$ cat src/dpa_pkg.sv
package dpa_pkg;

  // --------------------------------------------------------------------
  // widths and counts
  // --------------------------------------------------------------------
  localparam int          PTR_W       = 32;
  localparam int          BIT_DIV_DEF = 16;
  localparam logic [3:0]  KEY_BYTES   = 4'h8;
  localparam logic [63:0] KEY_VALUE   = 64'h1289AB45CDD888FF;

  // --------------------------------------------------------------------
  // instruction classes, bits 7:5 of an instruction byte
  // --------------------------------------------------------------------
  localparam logic [2:0] OP_LD_DIR   = 3'h0;
  localparam logic [2:0] OP_LD_IND   = 3'h1;
  localparam logic [2:0] OP_ST_DIR   = 3'h2;
  localparam logic [2:0] OP_ST_IND   = 3'h3;
  localparam logic [2:0] OP_CS_LOAD  = 3'h4;
  localparam logic [2:0] OP_REPEAT   = 3'h5;
  localparam logic [2:0] OP_CS_STORE = 3'h6;
  localparam logic [2:0] OP_KEY      = 3'h7;

  // pointer modes for indirect access, bits 3:2
  localparam logic [1:0] PM_PTR      = 2'h0;
  localparam logic [1:0] PM_PTR_INC  = 2'h1;
  localparam logic [1:0] PM_REG      = 2'h2;
  localparam logic [1:0] PM_REG_INC  = 2'h3;

  // --------------------------------------------------------------------
  // control_status_space map
  // --------------------------------------------------------------------
  localparam logic [1:0] CS_STATUS_OFS = 2'h0;
  localparam logic [1:0] CS_RESET_OFS  = 2'h1;
  localparam logic [1:0] CS_CTRL_OFS   = 2'h2;
  localparam logic [1:0] CS_RSVD_OFS   = 2'h3;
  localparam int         NVM_EN_BIT    = 1;
  localparam int         RST_STATE_BIT = 0;
  localparam logic [7:0] RESET_SIG     = 8'h59;
  localparam logic [7:0] RESET_REG_RST = 8'h00;
  localparam logic [2:0] GUARD_RST     = 3'h0;

  // --------------------------------------------------------------------
  // carriers and states
  // --------------------------------------------------------------------
  typedef struct packed {
    logic [2:0] op;
    logic       rsvd;
    logic [1:0] amode;
    logic [1:0] dsize;
  } dpa_instr_t;

  typedef struct packed {
    logic [7:0] data;
    logic       valid;
  } dpa_byte_t;

  typedef struct packed {
    logic [PTR_W-1:0] addr;
    logic [7:0]       wdata;
    logic             rd;
    logic             wr;
  } dpa_bus_req_t;

  typedef enum logic [2:0] {
    ST_IDLE   = 3'h0,
    ST_OPND   = 3'h1,
    ST_RXDATA = 3'h3,
    ST_BUSWR  = 3'h2,
    ST_BUSRD  = 3'h6,
    ST_GUARD  = 3'h7,
    ST_TX     = 3'h5,
    ST_ERROR  = 3'h4
  } dpa_state_t;

  function automatic logic [7:0] dpa_guard_bits(input logic [2:0] sel);
    case (sel)
      3'h0:    return 8'h80;
      3'h1:    return 8'h40;
      3'h2:    return 8'h20;
      3'h3:    return 8'h10;
      3'h4:    return 8'h08;
      3'h5:    return 8'h04;
      default: return 8'h02;
    endcase
  endfunction

endpackage

$ cat src/dpa_csr_regs.sv
module dpa_csr_regs (
  // clock and reset
  input  wire logic       ref_clk_in,
  input  wire logic       sys_rst_in,
  // access
  input  wire logic [1:0] addr_in,
  input  wire logic       wr_in,
  input  wire logic [7:0] wdata_in,
  input  wire logic       key_ok_in,
  output logic      [7:0] rdata_out,
  // state
  output logic            nvm_en_out,
  output logic            device_reset_out,
  output logic      [2:0] guard_sel_out
);

  logic       nvm_en_reg;
  logic       nvm_en_next;
  logic       rst_reg;
  logic       rst_next;
  logic [2:0] guard_reg;
  logic [2:0] guard_next;
  wire        wr_status = wr_in && (addr_in == dpa_pkg::CS_STATUS_OFS);
  wire        wr_reset  = wr_in && (addr_in == dpa_pkg::CS_RESET_OFS);
  wire        wr_ctrl   = wr_in && (addr_in == dpa_pkg::CS_CTRL_OFS);

  // --------------------------------------------------------------------
  // next values
  // --------------------------------------------------------------------
  // set wins over the clearing write
  assign nvm_en_next = key_ok_in ? 1'b1 :
                       (wr_status ? 1'b0 : nvm_en_reg);
  assign rst_next    = wr_reset ? (wdata_in == dpa_pkg::RESET_SIG)
                                : rst_reg;
  assign guard_next  = wr_ctrl ? wdata_in[2:0] : guard_reg;

  // --------------------------------------------------------------------
  // read mux
  // --------------------------------------------------------------------
  always_comb begin
    rdata_out = 8'h00;
    case (addr_in)
      dpa_pkg::CS_STATUS_OFS: rdata_out[dpa_pkg::NVM_EN_BIT] = nvm_en_reg;
      dpa_pkg::CS_RESET_OFS:
        rdata_out[dpa_pkg::RST_STATE_BIT] = rst_reg;
      dpa_pkg::CS_CTRL_OFS:   rdata_out[2:0] = guard_reg;
      default:                rdata_out = 8'h00;
    endcase
  end

  always_ff @(posedge ref_clk_in or posedge sys_rst_in) begin
    if (sys_rst_in) begin
      nvm_en_reg <= 1'b0;
      rst_reg    <= 1'b0;
      guard_reg  <= dpa_pkg::GUARD_RST;
    end else begin
      nvm_en_reg <= nvm_en_next;
      rst_reg    <= rst_next;
      guard_reg  <= guard_next;
    end
  end

  assign nvm_en_out       = nvm_en_reg;
  assign device_reset_out = rst_reg;
  assign guard_sel_out    = guard_reg;

endmodule

$ cat src/dpa_ctrl_core.sv
// Notes on behaviour
// - direct access loads pointer from address operands
// - indirect access uses pointer, optional post-increment
// - indirect option reads or writes pointer itself
// - pointer bytes little-endian, one byte only LSB
// - control space never uses the pointer
// - repeat operand bytes copied into repeat counter
// - repeat counter decrements per run, stops at zero
// - repeat counter also counts key bytes
// - operand counter tracks bytes, control space excepted
// - control space single byte, own instructions only
// - key sets enable bit, a status register write clears it
// - signature write holds device in reset
// - reset register reads state in bit 0
// - guard idle bits on receive to transmit only
// - guard field encoding, default 128 bits
// - repeated instruction runs counter plus one times
// - last instruction kept for repeated decoding
// - link exception or break aborts, break in error returns to idle
module dpa_ctrl_core #(
  parameter int BIT_DIV = dpa_pkg::BIT_DIV_DEF
) (
  // clock and reset
  input  wire logic                  ref_clk_in,
  input  wire logic                  sys_rst_in,
  // link bytes to and from the physical layer
  input  wire dpa_pkg::dpa_byte_t    rx_in,
  input  wire logic                  link_exc_in,
  input  wire logic                  link_break_in,
  input  wire logic                  tx_ready_in,
  output logic                 [7:0] tx_byte_out,
  output logic                       tx_valid_out,
  output logic                       link_dir_tx_out,
  // internal_debug_bus
  output dpa_pkg::dpa_bus_req_t      bus_req_out,
  input  wire logic            [7:0] bus_rdata_in,
  input  wire logic                  bus_ack_in,
  // device control
  output logic                       nvm_en_out,
  output logic                       device_reset_out
);

  localparam int PW = dpa_pkg::PTR_W;

  // --------------------------------------------------------------------
  // helpers
  // --------------------------------------------------------------------
  function automatic logic [PW-1:0] put_byte(input logic [PW-1:0] v,
                                             input logic [1:0]    i,
                                             input logic [7:0]    b);
    logic [PW-1:0] r;
    r = v;
    r[{i, 3'h0} +: 8] = b;
    return r;
  endfunction

  function automatic logic [7:0] get_byte(input logic [PW-1:0] v,
                                          input logic [1:0]    i);
    return v[{i, 3'h0} +: 8];
  endfunction

  // --------------------------------------------------------------------
  // state
  // --------------------------------------------------------------------
  dpa_pkg::dpa_state_t state_reg;
  dpa_pkg::dpa_state_t state_next;
  dpa_pkg::dpa_instr_t instr_reg;
  dpa_pkg::dpa_instr_t instr_next;
  logic [PW-1:0]       ptr_reg;
  logic [PW-1:0]       ptr_next;
  logic [PW-1:0]       acc_reg;
  logic [PW-1:0]       acc_next;
  logic [PW-1:0]       rep_cnt_reg;
  logic [PW-1:0]       rep_cnt_next;
  logic [1:0]          cnt_reg;
  logic [1:0]          cnt_next;
  logic                addr_ph_reg;
  logic                addr_ph_next;
  logic                rep_arm_reg;
  logic                rep_arm_next;
  logic                rep_act_reg;
  logic                rep_act_next;
  logic                again_reg;
  logic                again_next;
  logic                dir_tx_reg;
  logic                dir_tx_next;
  logic [7:0]          tx_data_reg;
  logic [7:0]          tx_data_next;
  logic [7:0]          wdata_reg;
  logic [7:0]          wdata_next;
  logic [63:0]         key_sh_reg;
  logic [63:0]         key_sh_next;
  logic [7:0]          guard_cnt_reg;
  logic [7:0]          guard_cnt_next;
  logic [15:0]         div_cnt_reg;
  logic                bit_tick_reg;

  // combinational helpers
  logic                done;
  logic                key_ok;
  logic                csr_wr;
  logic [PW-1:0]       pb;
  logic [63:0]         key_in;
  dpa_pkg::dpa_state_t tx_enter;

  // --------------------------------------------------------------------
  // decode
  // --------------------------------------------------------------------
  wire dpa_pkg::dpa_instr_t cur =
    again_reg ? instr_reg : dpa_pkg::dpa_instr_t'(rx_in.data);
  wire        idle_st   = (state_reg == dpa_pkg::ST_IDLE);
  wire        disp_go   = idle_st && (again_reg || rx_in.valid);
  wire [1:0]  target    = addr_ph_reg ? instr_reg.amode : instr_reg.dsize;
  wire        last      = (cnt_reg == target);
  wire        ptr_self  = instr_reg.amode[1];
  wire        ptr_inc   = (instr_reg.amode == dpa_pkg::PM_PTR_INC);
  wire        rx_now    = rx_in.valid;
  wire [1:0]  csr_addr  = idle_st ? cur.dsize : instr_reg.dsize;
  wire [1:0]  cnt_inc   = cnt_reg + 2'h1;
  wire [7:0]  csr_rdata;
  wire [2:0]  guard_sel;
  wire        rep_able  = (cur.op != dpa_pkg::OP_REPEAT) &&
                          (cur.op != dpa_pkg::OP_KEY);
  wire        div_wrap  = (div_cnt_reg == 16'(BIT_DIV - 1));

  // --------------------------------------------------------------------
  // control_status_space
  // --------------------------------------------------------------------
  dpa_csr_regs u_csr (
    .ref_clk_in       (ref_clk_in),
    .sys_rst_in       (sys_rst_in),
    .addr_in          (csr_addr),
    .wr_in            (csr_wr),
    .wdata_in         (rx_in.data),
    .key_ok_in        (key_ok),
    .rdata_out        (csr_rdata),
    .nvm_en_out       (nvm_en_out),
    .device_reset_out (device_reset_out),
    .guard_sel_out    (guard_sel)
  );

  // --------------------------------------------------------------------
  // next-state logic
  // --------------------------------------------------------------------
  always_comb begin
    state_next     = state_reg;
    instr_next     = instr_reg;
    ptr_next       = ptr_reg;
    acc_next       = acc_reg;
    rep_cnt_next   = rep_cnt_reg;
    cnt_next       = cnt_reg;
    addr_ph_next   = addr_ph_reg;
    rep_arm_next   = rep_arm_reg;
    rep_act_next   = rep_act_reg;
    again_next     = again_reg;
    dir_tx_next    = dir_tx_reg;
    tx_data_next   = tx_data_reg;
    wdata_next     = wdata_reg;
    key_sh_next    = key_sh_reg;
    guard_cnt_next = guard_cnt_reg;
    done           = 1'b0;
    key_ok         = 1'b0;
    csr_wr         = 1'b0;
    pb             = put_byte(ptr_reg, cnt_reg, rx_in.data);
    key_in         = {rx_in.data, key_sh_reg[63:8]};
    // guard only when the link last ran in the receive direction
    tx_enter       = (dir_tx_reg && !rx_now) ? dpa_pkg::ST_TX
                                             : dpa_pkg::ST_GUARD;
    if (state_reg != dpa_pkg::ST_GUARD) begin
      guard_cnt_next = dpa_pkg::dpa_guard_bits(guard_sel);
    end
    if (rx_now && state_reg != dpa_pkg::ST_ERROR) begin
      dir_tx_next = 1'b0;
    end
    case (state_reg)
      dpa_pkg::ST_IDLE: begin
        if (disp_go) begin
          again_next   = 1'b0;
          cnt_next     = 2'h0;
          addr_ph_next = 1'b0;
          acc_next     = ptr_reg;
          if (!again_reg) begin
            instr_next   = cur;
            rep_arm_next = 1'b0;
            rep_act_next = rep_arm_reg && rep_able;
          end
          case (cur.op)
            dpa_pkg::OP_LD_DIR, dpa_pkg::OP_ST_DIR: begin
              addr_ph_next = 1'b1;
              state_next   = dpa_pkg::ST_OPND;
            end
            dpa_pkg::OP_REPEAT: state_next = dpa_pkg::ST_OPND;
            dpa_pkg::OP_KEY: begin
              rep_cnt_next = PW'(dpa_pkg::KEY_BYTES - 4'h1);
              state_next   = dpa_pkg::ST_OPND;
            end
            dpa_pkg::OP_LD_IND: begin
              if (cur.amode[1]) begin
                tx_data_next = ptr_reg[7:0];
                state_next   = tx_enter;
              end else begin
                state_next = dpa_pkg::ST_BUSRD;
              end
            end
            dpa_pkg::OP_CS_LOAD: begin
              tx_data_next = csr_rdata;
              state_next   = tx_enter;
            end
            default: state_next = dpa_pkg::ST_RXDATA;
          endcase
        end
      end
      dpa_pkg::ST_OPND: begin
        if (rx_now) begin
          cnt_next = cnt_inc;
          case (instr_reg.op)
            dpa_pkg::OP_REPEAT: begin
              rep_cnt_next = (cnt_reg == 2'h0) ? PW'(rx_in.data)
                           : put_byte(rep_cnt_reg, cnt_reg,
                                      rx_in.data);
              if (last) begin
                rep_arm_next = 1'b1;
                done         = 1'b1;
              end
            end
            dpa_pkg::OP_KEY: begin
              key_sh_next  = key_in;
              rep_cnt_next = rep_cnt_reg - PW'(1);
              if (rep_cnt_reg == '0) begin
                key_ok = (key_in == dpa_pkg::KEY_VALUE);
                done   = 1'b1;
              end
            end
            default: begin
              ptr_next = pb;
              if (last) begin
                addr_ph_next = 1'b0;
                cnt_next     = 2'h0;
                acc_next     = pb;
                state_next   = (instr_reg.op == dpa_pkg::OP_LD_DIR)
                             ? dpa_pkg::ST_BUSRD : dpa_pkg::ST_RXDATA;
              end
            end
          endcase
        end
      end
      dpa_pkg::ST_RXDATA: begin
        if (rx_now) begin
          if (instr_reg.op == dpa_pkg::OP_CS_STORE) begin
            csr_wr = 1'b1;
            done   = 1'b1;
          end else if (instr_reg.op == dpa_pkg::OP_ST_IND && ptr_self) begin
            ptr_next = pb;
            cnt_next = cnt_inc;
            done     = last;
          end else begin
            wdata_next = rx_in.data;
            state_next = dpa_pkg::ST_BUSWR;
          end
        end
      end
      dpa_pkg::ST_BUSWR: begin
        if (bus_ack_in) begin
          acc_next = acc_reg + PW'(1);
          if (instr_reg.op == dpa_pkg::OP_ST_IND && ptr_inc) begin
            ptr_next = ptr_reg + PW'(1);
          end
          cnt_next   = cnt_inc;
          done       = last;
          state_next = dpa_pkg::ST_RXDATA;
        end
      end
      dpa_pkg::ST_BUSRD: begin
        if (bus_ack_in) begin
          tx_data_next = bus_rdata_in;
          acc_next     = acc_reg + PW'(1);
          if (instr_reg.op == dpa_pkg::OP_LD_IND && ptr_inc) begin
            ptr_next = ptr_reg + PW'(1);
          end
          state_next = tx_enter;
        end
      end
      dpa_pkg::ST_GUARD: begin
        if (bit_tick_reg) begin
          guard_cnt_next = guard_cnt_reg - 8'h01;
          if (guard_cnt_reg == 8'h00) begin
            state_next = dpa_pkg::ST_TX;
          end
        end
      end
      dpa_pkg::ST_TX: begin
        if (tx_ready_in) begin
          dir_tx_next = 1'b1;
          cnt_next    = cnt_inc;
          if (instr_reg.op == dpa_pkg::OP_CS_LOAD || last) begin
            done = 1'b1;
          end else if (instr_reg.op == dpa_pkg::OP_LD_IND && ptr_self) begin
            tx_data_next = get_byte(ptr_reg, cnt_inc);
          end else begin
            state_next = dpa_pkg::ST_BUSRD;
          end
        end
      end
      dpa_pkg::ST_ERROR: begin
        if (link_break_in) begin
          state_next = dpa_pkg::ST_IDLE;
        end
      end
      default: state_next = dpa_pkg::ST_IDLE;
    endcase
    if (done) begin
      state_next = dpa_pkg::ST_IDLE;
      if (rep_act_reg && rep_cnt_reg != '0) begin
        rep_cnt_next = rep_cnt_reg - PW'(1);
        again_next   = 1'b1;
      end else begin
        rep_act_next = 1'b0;
      end
    end
    if (state_reg != dpa_pkg::ST_ERROR && (link_exc_in || link_break_in)) begin
      state_next   = dpa_pkg::ST_ERROR;
      rep_act_next = 1'b0;
      rep_arm_next = 1'b0;
      again_next   = 1'b0;
      csr_wr       = 1'b0;
      key_ok       = 1'b0;
    end
  end

  // --------------------------------------------------------------------
  // bit-rate enable for guard timing
  // --------------------------------------------------------------------
  always_ff @(posedge ref_clk_in or posedge sys_rst_in) begin
    if (sys_rst_in) begin
      div_cnt_reg  <= 16'h0000;
      bit_tick_reg <= 1'b0;
    end else begin
      div_cnt_reg  <= div_wrap ? 16'h0000 : div_cnt_reg + 16'h0001;
      bit_tick_reg <= div_wrap;
    end
  end

  // --------------------------------------------------------------------
  // registers
  // --------------------------------------------------------------------
  always_ff @(posedge ref_clk_in or posedge sys_rst_in) begin
    if (sys_rst_in) begin
      state_reg     <= dpa_pkg::ST_IDLE;
      instr_reg     <= '0;
      ptr_reg       <= '0;
      acc_reg       <= '0;
      rep_cnt_reg   <= '0;
      cnt_reg       <= 2'h0;
      addr_ph_reg   <= 1'b0;
      rep_arm_reg   <= 1'b0;
      rep_act_reg   <= 1'b0;
      again_reg     <= 1'b0;
      dir_tx_reg    <= 1'b0;
      tx_data_reg   <= 8'h00;
      wdata_reg     <= 8'h00;
      key_sh_reg    <= 64'h0;
      guard_cnt_reg <= 8'h00;
    end else begin
      state_reg     <= state_next;
      instr_reg     <= instr_next;
      ptr_reg       <= ptr_next;
      acc_reg       <= acc_next;
      rep_cnt_reg   <= rep_cnt_next;
      cnt_reg       <= cnt_next;
      addr_ph_reg   <= addr_ph_next;
      rep_arm_reg   <= rep_arm_next;
      rep_act_reg   <= rep_act_next;
      again_reg     <= again_next;
      dir_tx_reg    <= dir_tx_next;
      tx_data_reg   <= tx_data_next;
      wdata_reg     <= wdata_next;
      key_sh_reg    <= key_sh_next;
      guard_cnt_reg <= guard_cnt_next;
    end
  end

  // --------------------------------------------------------------------
  // outputs
  // --------------------------------------------------------------------
  // strobes are plain state decodes; address and data come from flops
  assign bus_req_out.addr  = acc_reg;
  assign bus_req_out.wdata = wdata_reg;
  assign bus_req_out.rd    = (state_reg == dpa_pkg::ST_BUSRD);
  assign bus_req_out.wr    = (state_reg == dpa_pkg::ST_BUSWR);
  assign tx_byte_out       = tx_data_reg;
  assign tx_valid_out      = (state_reg == dpa_pkg::ST_TX);
  assign link_dir_tx_out   = dir_tx_reg;

endmodule

$ cat config.mk
export PLATFORM = sky130hd
export DESIGN_NAME = dpa_ctrl_core
export DESIGN_NICKNAME = d
export VERILOG_FILES = /design/src/dpa_pkg.sv /design/src/dpa_csr_regs.sv /design/src/dpa_ctrl_core.sv
export SDC_FILE = /design/constraint.sdc
export NUM_CORES = 1
export LEC_CHECK = 0
export BUFFER_PORTS_ARGS = -buffer_cell sky130_fd_sc_hd__buf_2
export CORE_MARGIN = 2
export CORE_UTILIZATION = 56
export DETAILED_ROUTE_END_ITERATION = 7
export HOLD_SLACK_MARGIN = 0.1
export PLACE_DENSITY = 0.75
export SETUP_SLACK_MARGIN = 0.3
export SLEW_MARGIN = 20
export SYNTH_ARGS = -nofsm -noshare
export SYNTH_HDL_FRONTEND = slang
export SYNTH_SLANG_ARGS = --single-unit
$ cat constraint.sdc
create_clock -name ref_clk_in -period 6.5 [get_ports ref_clk_in]
set_clock_uncertainty 0.2 [all_clocks]
set_input_delay 0.65 -clock ref_clk_in [delete_from_list [all_inputs] [get_ports ref_clk_in]]
set_output_delay 0.65 -clock ref_clk_in [all_outputs]
set_load 0.01 [all_outputs]
Yosys cells after proc, flatten, opt, wreduce, memory -nomap -nowiden:

Cells that the tools add are included.

* register bits after elaboration: 224
* bits of input ports: 23
* output and inout port bits: 54

* $add $sub $neg: 7
* equality and inequality tests: 71
* shift operators: 3
* multiplexer cells: 126
* bitwise operators: 3
* reduce and logical (&&, ||, !) cells: 48

Operators by type and width (number)
* two-way mux 32 bit: 20
* one-hot mux 32 bit (2 select lines): 2
* one-hot mux 32 bit (4 select lines): 1
* one-hot mux 32 bit (3 select lines): 1
* two-way mux 8 bit: 10
* adder 32 x 1 -> 32 bit (second input constant): 2
* bitwise mux 32 bit: 2
* == test 64 x 61 -> 1 bit (second input constant): 1
* two-way mux 3 bit: 18
* one-hot mux 8 bit (6 select lines): 1
* two-way mux 1 bit: 46
* == test 3 bit (second input constant): 13
* != test 4 bit (second input constant): 9
* zero test 32 bit: 1
* nonzero test 32 bit: 1
* variable shift 8 x 7 -> 32 bit (first input constant): 1
* variable part select 32 x 6 -> 8 bit: 1
* variable part select 8 x 7 -> 32 bit: 1
* subtractor 32 x 1 -> 32 bit (second input constant): 1
* two-way mux 2 bit: 13
* != test 3 bit (second input constant): 8
* one-hot mux 3 bit (8 select lines): 1
* one-hot mux 8 bit (3 select lines): 1
* == test 3 x 2 -> 1 bit (second input constant): 6
* 43 further kinds: 97

Depth between registers and ports, before layout:

* depth in word-level cells: 10
* gate-level depth with buffers: 11
* mapped depth without buffers: 10

Hierarchy:

Synthesis repeated with hierarchy kept, for this count alone.

* cell total of the unflattened synthesis: 1428
* area, all modules: 13265.2 um^2

By module, submodules not included
* dpa_ctrl_core: times used 1, cells each 1397, area an instance 12918.6 um^2
* dpa_csr_regs: times used 1, cells each 31, area an instance 346.6 um^2

Least setup slack after synthesis:

OpenSTA, ideal clock, no wires.

* kind: register to register
* from: register rep_cnt_reg[12]
* to: register rep_cnt_reg[14]
* setup time: 124 ps
* arrival time: 2715 ps
* required time: 6176 ps
* slack: 3461 ps
* stages on the path, launching flop included: 11
* buffers on the path: 3
* period minus slack after synthesis: 3039 ps
* cells stage by stage: dfrtp_1 -> or4_4 -> or4_4 -> buf_6 -> nor4_4 -> nor2b_2 -> buf_6 -> a21oi_4 -> buf_6 -> a21oi_2 -> a211o_1

* longest elaborated chain between the ends: 6

RTL lines
* start, declared: RTL line dpa_ctrl_core.sv:73 `logic [PW-1:0] rep_cnt_reg;`
* start signal, assigned: RTL line dpa_ctrl_core.sv:368 `rep_cnt_reg <= rep_cnt_next;`
* subtractor 32 x 1 -> 32 bit or zero test 32 bit (tied branches): RTL line dpa_ctrl_core.sv:228, dpa_ctrl_core.sv:314, dpa_ctrl_core.sv:229
* one-hot mux 32 bit (2 select lines) or two-way mux 1 bit (tied branches): RTL line dpa_ctrl_core.sv:216, dpa_ctrl_core.sv:229
* two-way mux 32 bit or one-hot mux 1 bit (2 select lines) (tied branches): RTL line dpa_ctrl_core.sv:214, dpa_ctrl_core.sv:216
* one-hot mux 32 bit (2 select lines) or two-way mux 1 bit (tied branches): RTL line dpa_ctrl_core.sv:175, dpa_ctrl_core.sv:214
* two-way mux 32 bit or one-hot mux 1 bit (4 select lines) (tied branches): RTL line dpa_ctrl_core.sv:313, dpa_ctrl_core.sv:175
* two-way mux 32 bit *: RTL line dpa_ctrl_core.sv:311 `if (done) begin`
* named net rep_cnt_next[14]: RTL line dpa_ctrl_core.sv:74 `logic [PW-1:0] rep_cnt_next;`

Mark *: on every way through the listed nets, which the timed path passes. The rest lies on a longest branch.
A chain may end at the register's enable or synchronous reset.

Worst setup path in the final report:

* from: register cnt_reg[0]
* to: register rep_cnt_reg[24]

* longest elaborated chain between the ends: 9

RTL lines
* start, declared: RTL line dpa_ctrl_core.sv:75 `logic [1:0] cnt_reg;`
* start signal, assigned: RTL line dpa_ctrl_core.sv:369 `cnt_reg <= cnt_next;`
* negator 5 -> 7 bit: RTL line dpa_ctrl_core.sv:53 `r[{i, 3'h0} +: 8] = b;`
* variable part select 8 x 7 -> 32 bit or variable shift 8 x 7 -> 32 bit (tied branches): RTL line dpa_ctrl_core.sv:53
* bitwise mux 32 bit: RTL line dpa_ctrl_core.sv:53
* two-way mux 32 bit: RTL line dpa_ctrl_core.sv:218 `rep_cnt_next = (cnt_reg == 2'h0) ? PW'(rx_in.data)`
* one-hot mux 32 bit (2 select lines): RTL line dpa_ctrl_core.sv:216 `case (instr_reg.op)`
* two-way mux 32 bit: RTL line dpa_ctrl_core.sv:214 `if (rx_now) begin`
* one-hot mux 32 bit (2 select lines): RTL line dpa_ctrl_core.sv:175 `case (state_reg)`
* two-way mux 32 bit: RTL line dpa_ctrl_core.sv:313 `if (rep_act_reg && rep_cnt_reg != '0) begin`
* two-way mux 32 bit *: RTL line dpa_ctrl_core.sv:311
* named net rep_cnt_next[24]: RTL line dpa_ctrl_core.sv:74

Marks and branches as above.

==> results.md <==
- The width of the die is 157 um.
- The transition time of the tightest slew-check pin is 1.09 ns.
- The checks that failed: DRC.
- Input and output buffers added on the ports amount to 76.
- The data arrival time at the worst-slack endpoint is 3.99 ns.
- The number of buffers between clock root and the deepest sink is 3.
- The path class of the tightest hold or removal check is in -> async.
- The antenna cell count is 0.
- The register with the most flip-flops in the layout has 56 of them.
- The max-slew violation count is 0.
- The proportion of power drawn by the clock network is 0.232.
- Once the clock tree was built, the setup fixing pass inserted 0 buffers.
- The number of gates resized after CTS is 0.
- The peak clock frequency supported by timing is 0.265 GHz.
- The all-layer global routing usage is 0.326.
- The total power per unit cell area is 402 mW/mm^2.
- From synthesis to final layout, the design area changed by 10.0%.
- The number of warning messages in the yosys log is 0.
- In this run the static leakage power is 6.07 nW.
- The total internal power is 3.33 mW.
- After technology mapping, the gate count stands at 1424.
- The initial antenna violation count is 0.
- The worst-case hold slack is 0.0905 ns.
- The finished layout cell area is 0.0143 sq mm.
- The initial utilization of the core area, before any placement, comes to 0.572.
- For this run the aggregate overflow at the end of global routing stands at 0.
- Clock-pin slew was measured on the worst setup and hold paths at 0.06 ns.
- Of the total power, the share spent switching nets is 0.422.
- The part of the total power dissipated in combinational logic is 0.384.
- The routed wire length is 39500 um.
- The later pin in the worst-skew pair is clocked with a latency of 0.54 ns.
- The number of standard-cell rows in the floorplan is 55.
- After layout, the minimum clock period comes to 3.77 ns.
- Buffers inserted to repair hold after CTS numbered 0.
- The routed length per instance is 22.2 um.
- Timing analysis after detailed placement gives a worst setup slack of 2.80 ns.
- The post-synth net total is 1462.
- In this run the power spent charging and discharging nets is 2.43 mW.
- The largest net degree at the start of global routing is 180.
- The number of clock buffers inserted by TritonCTS is 24.
- Across the VDD grid, the largest voltage drop is 0.232 mV.
- The core box area is 0.0228 sq mm.
- The number of maximum-capacitance violations is 0.
- The first-pass GRT wire length is 63300 um.
- Of the total power, registers draw 0.384.
- The number of antenna-violating nets in the routed design is 0.
- Setup repair after global routing left no endpoint under its margin.
- The most common cell after layout, fill and taps aside is sky130_fd_sc_hd__dfrtp_1.
- After the first detailed-routing iteration, the DRC count stood at 1753.
- The run finished, with violations left.
- The setup-violating endpoint count in the final report is 0.
- The number of failing hold endpoints at the final stage is 0.
- The total iterations of the first detailed-routing run is 8.
- In this run the cell area measured after placement is 0.0136 sq mm.
- The worst-path maximum fanout is 18.
- For this design the top-level I/O count stands at 77.
- The clock tree from TritonCTS is done.
- Setup slack on the critical path of the routed design comes to 2.73 ns.
- Summing over every cut layer, the via total after detailed routing is 12100.
- Of the cells placed in the final design, the portion with a size suffix greater than 1 is 0.168.
- CTS placed an instance of sky130_fd_sc_hd__clkbuf_16 at the clock tree root.
- The netlist uses 80 different library cells.
- Using the TritonRoute via totals, the vias-per-cell ratio works out to 6.82.
- The worst setup path is launched from a flip-flop.
- The final critical-path share of the clock period is 0.580.
- The number of enable-type register cells in the synthesized netlist is 0.
- The element type at the critical path end is a flip-flop.
- The number of nets at the end of the flow is 1485.
- The tree built by TritonCTS fans out to 215 sinks.
- The HPWL after detailed placement is 26300 um.
- The number of synthesized register bits is 215.
- Data on the critical path is required at its endpoint by 6.72 ns.
- Adding up every negative setup slack in the final design gives 0 ns.
- The last weighted congestion value of the routability-driven placer is 0.948.
- The die covers 0.0245 sq mm.
- For this run, design rule violations remaining after detail routing come to 6.
- The top cell types in the final layout, fill and taps aside, are sky130_fd_sc_hd__dfrtp_1 (215), sky130_fd_sc_hd__o21ai_0 (118), sky130_fd_sc_hd__nand2_1 (115).
- The via count of the first global-routing pass is 11400.
- The die boundary height is 157 um.
- The worst pin sits at a relative slew slack of 0.271.
- For this run, the register share of the synthesized area comes to 0.413.
- After synthesis the cells add up to 0.0130 sq mm.
- The type of the setup path with the least slack is reg -> reg.
- Counting flops with an async set or reset pin after synthesis yields a share of 1.00.
- The commonest register cell after synthesis is sky130_fd_sc_hd__dfrtp_1.
- The per-instance average area after synthesis is 9.15 sq um.
- In this run the number of H-tree levels came out at 1.
area by class of cell:
class	count	area (sq um)
timing repair buffer	89	490
multi-input combinational	1076	7150
fill	1924	8440
tap	313	392
clock inverter	12	100
sequential	215	5380
inverter	41	158
clock buffer	32	671
through the flow:
stage | total power, mW | util | instances
CTS | 5.71 | 0.630 | 1778
detailed placement | 4.36 | 0.596 | 1734
global placement | 4.31 | 0.596 | 1734
finish | 5.77 | 0.630 | 1778
floorplan | 3.66 | - | 1424
global route | 6.11 | 0.630 | 1778
critical path, stage by stage, from the launching register on:
cell,delay (ns)
sky130_fd_sc_hd__dfrtp_1,0.76
sky130_fd_sc_hd__inv_1,0.23
sky130_fd_sc_hd__xnor2_1,0.52
sky130_fd_sc_hd__a31oi_1,0.25
sky130_fd_sc_hd__o31ai_2,0.73
sky130_fd_sc_hd__nand2_2,0.42
sky130_fd_sc_hd__mux2i_1,0.21
sky130_fd_sc_hd__a211o_1,0.33
synthesized netlist by cell type (13+ instances only):
library cell	n	area [sq um]
sky130_fd_sc_hd__a21oi_1	103	515
sky130_fd_sc_hd__a221oi_1	16	140
sky130_fd_sc_hd__a22oi_1	28	210
sky130_fd_sc_hd__a31oi_1	14	87.6
sky130_fd_sc_hd__a32oi_1	17	149
sky130_fd_sc_hd__and3_1	21	131
sky130_fd_sc_hd__clkbuf_1	75	282
sky130_fd_sc_hd__dfrtp_1	215	5380
sky130_fd_sc_hd__ha_1	15	188
sky130_fd_sc_hd__inv_1	39	146
sky130_fd_sc_hd__mux2_2	75	845
sky130_fd_sc_hd__nand2_1	115	432
sky130_fd_sc_hd__nand3_1	48	240
sky130_fd_sc_hd__nand4_1	15	93.8
sky130_fd_sc_hd__nand4b_1	15	131
sky130_fd_sc_hd__nor2_1	107	402
sky130_fd_sc_hd__nor3_1	47	235
sky130_fd_sc_hd__nor4_1	17	106
sky130_fd_sc_hd__o21ai_0	120	601
sky130_fd_sc_hd__o22ai_1	16	100
sky130_fd_sc_hd__or3_1	15	93.8
sky130_fd_sc_hd__xnor2_1	18	158
sky130_fd_sc_hd__xor2_1	13	114
routing by layer:
metal	share of wire	GRT usage	vias to the layer above
met5	0	0	-
met4	0.042	0.137	0
met3	0.11	0.0778	143
met2	0.42	0.468	730
met1	0.42	0.473	5822
li1	-	-	5423
power groups by stage:
stage / Combinational (mW) / Clock (mW) / Sequential (mW)
floorplan: 1.64 / 0 / 2.02
global placement: 2.12 / 0 / 2.19
detailed placement: 2.16 / 0 / 2.20
CTS: 2.18 / 1.35 / 2.18
global route: 2.43 / 1.41 / 2.26
finish: 2.21 / 1.34 / 2.21
path summary, 6_finish.rpt:
path,from,end,slack [ns],depth (start not counted)
max,cnt_reg[0]$_DFFE_PP0P_,rep_cnt_reg[24]$_DFF_PP0_,2.73,7
max reg2reg,cnt_reg[0]$_DFFE_PP0P_,rep_cnt_reg[24]$_DFF_PP0_,2.73,7
max in group asynchronous,sys_rst_in,guard_cnt_reg[4]$_DFF_PP0_,4.52,3
min reg2reg,div_cnt_reg[15]$_DFF_PP0_,div_cnt_reg[15]$_DFF_PP0_,0.28,1
min,sys_rst_in,wdata_reg[7]$_DFFE_PP0P_,0.09,2
min in group ref_clk_in,div_cnt_reg[15]$_DFF_PP0_,div_cnt_reg[15]$_DFF_PP0_,0.28,1
cells by family (layout without fill, tap and decap cells):
family                     after synthesis  after routing  synth area share
muxes                                   95             95            0.0878
adders and majority gates               15             15            0.0144
buffers and inverters                  133            174            0.0418
xor gates and xnor gates                31             31            0.0208
DFF                                    215            215             0.413
AOI/OAI and AO/OA                      444            444             0.226
and+or+nand+nor                        491            491             0.197
No activity file was read; power rests on OpenSTA's default activity.
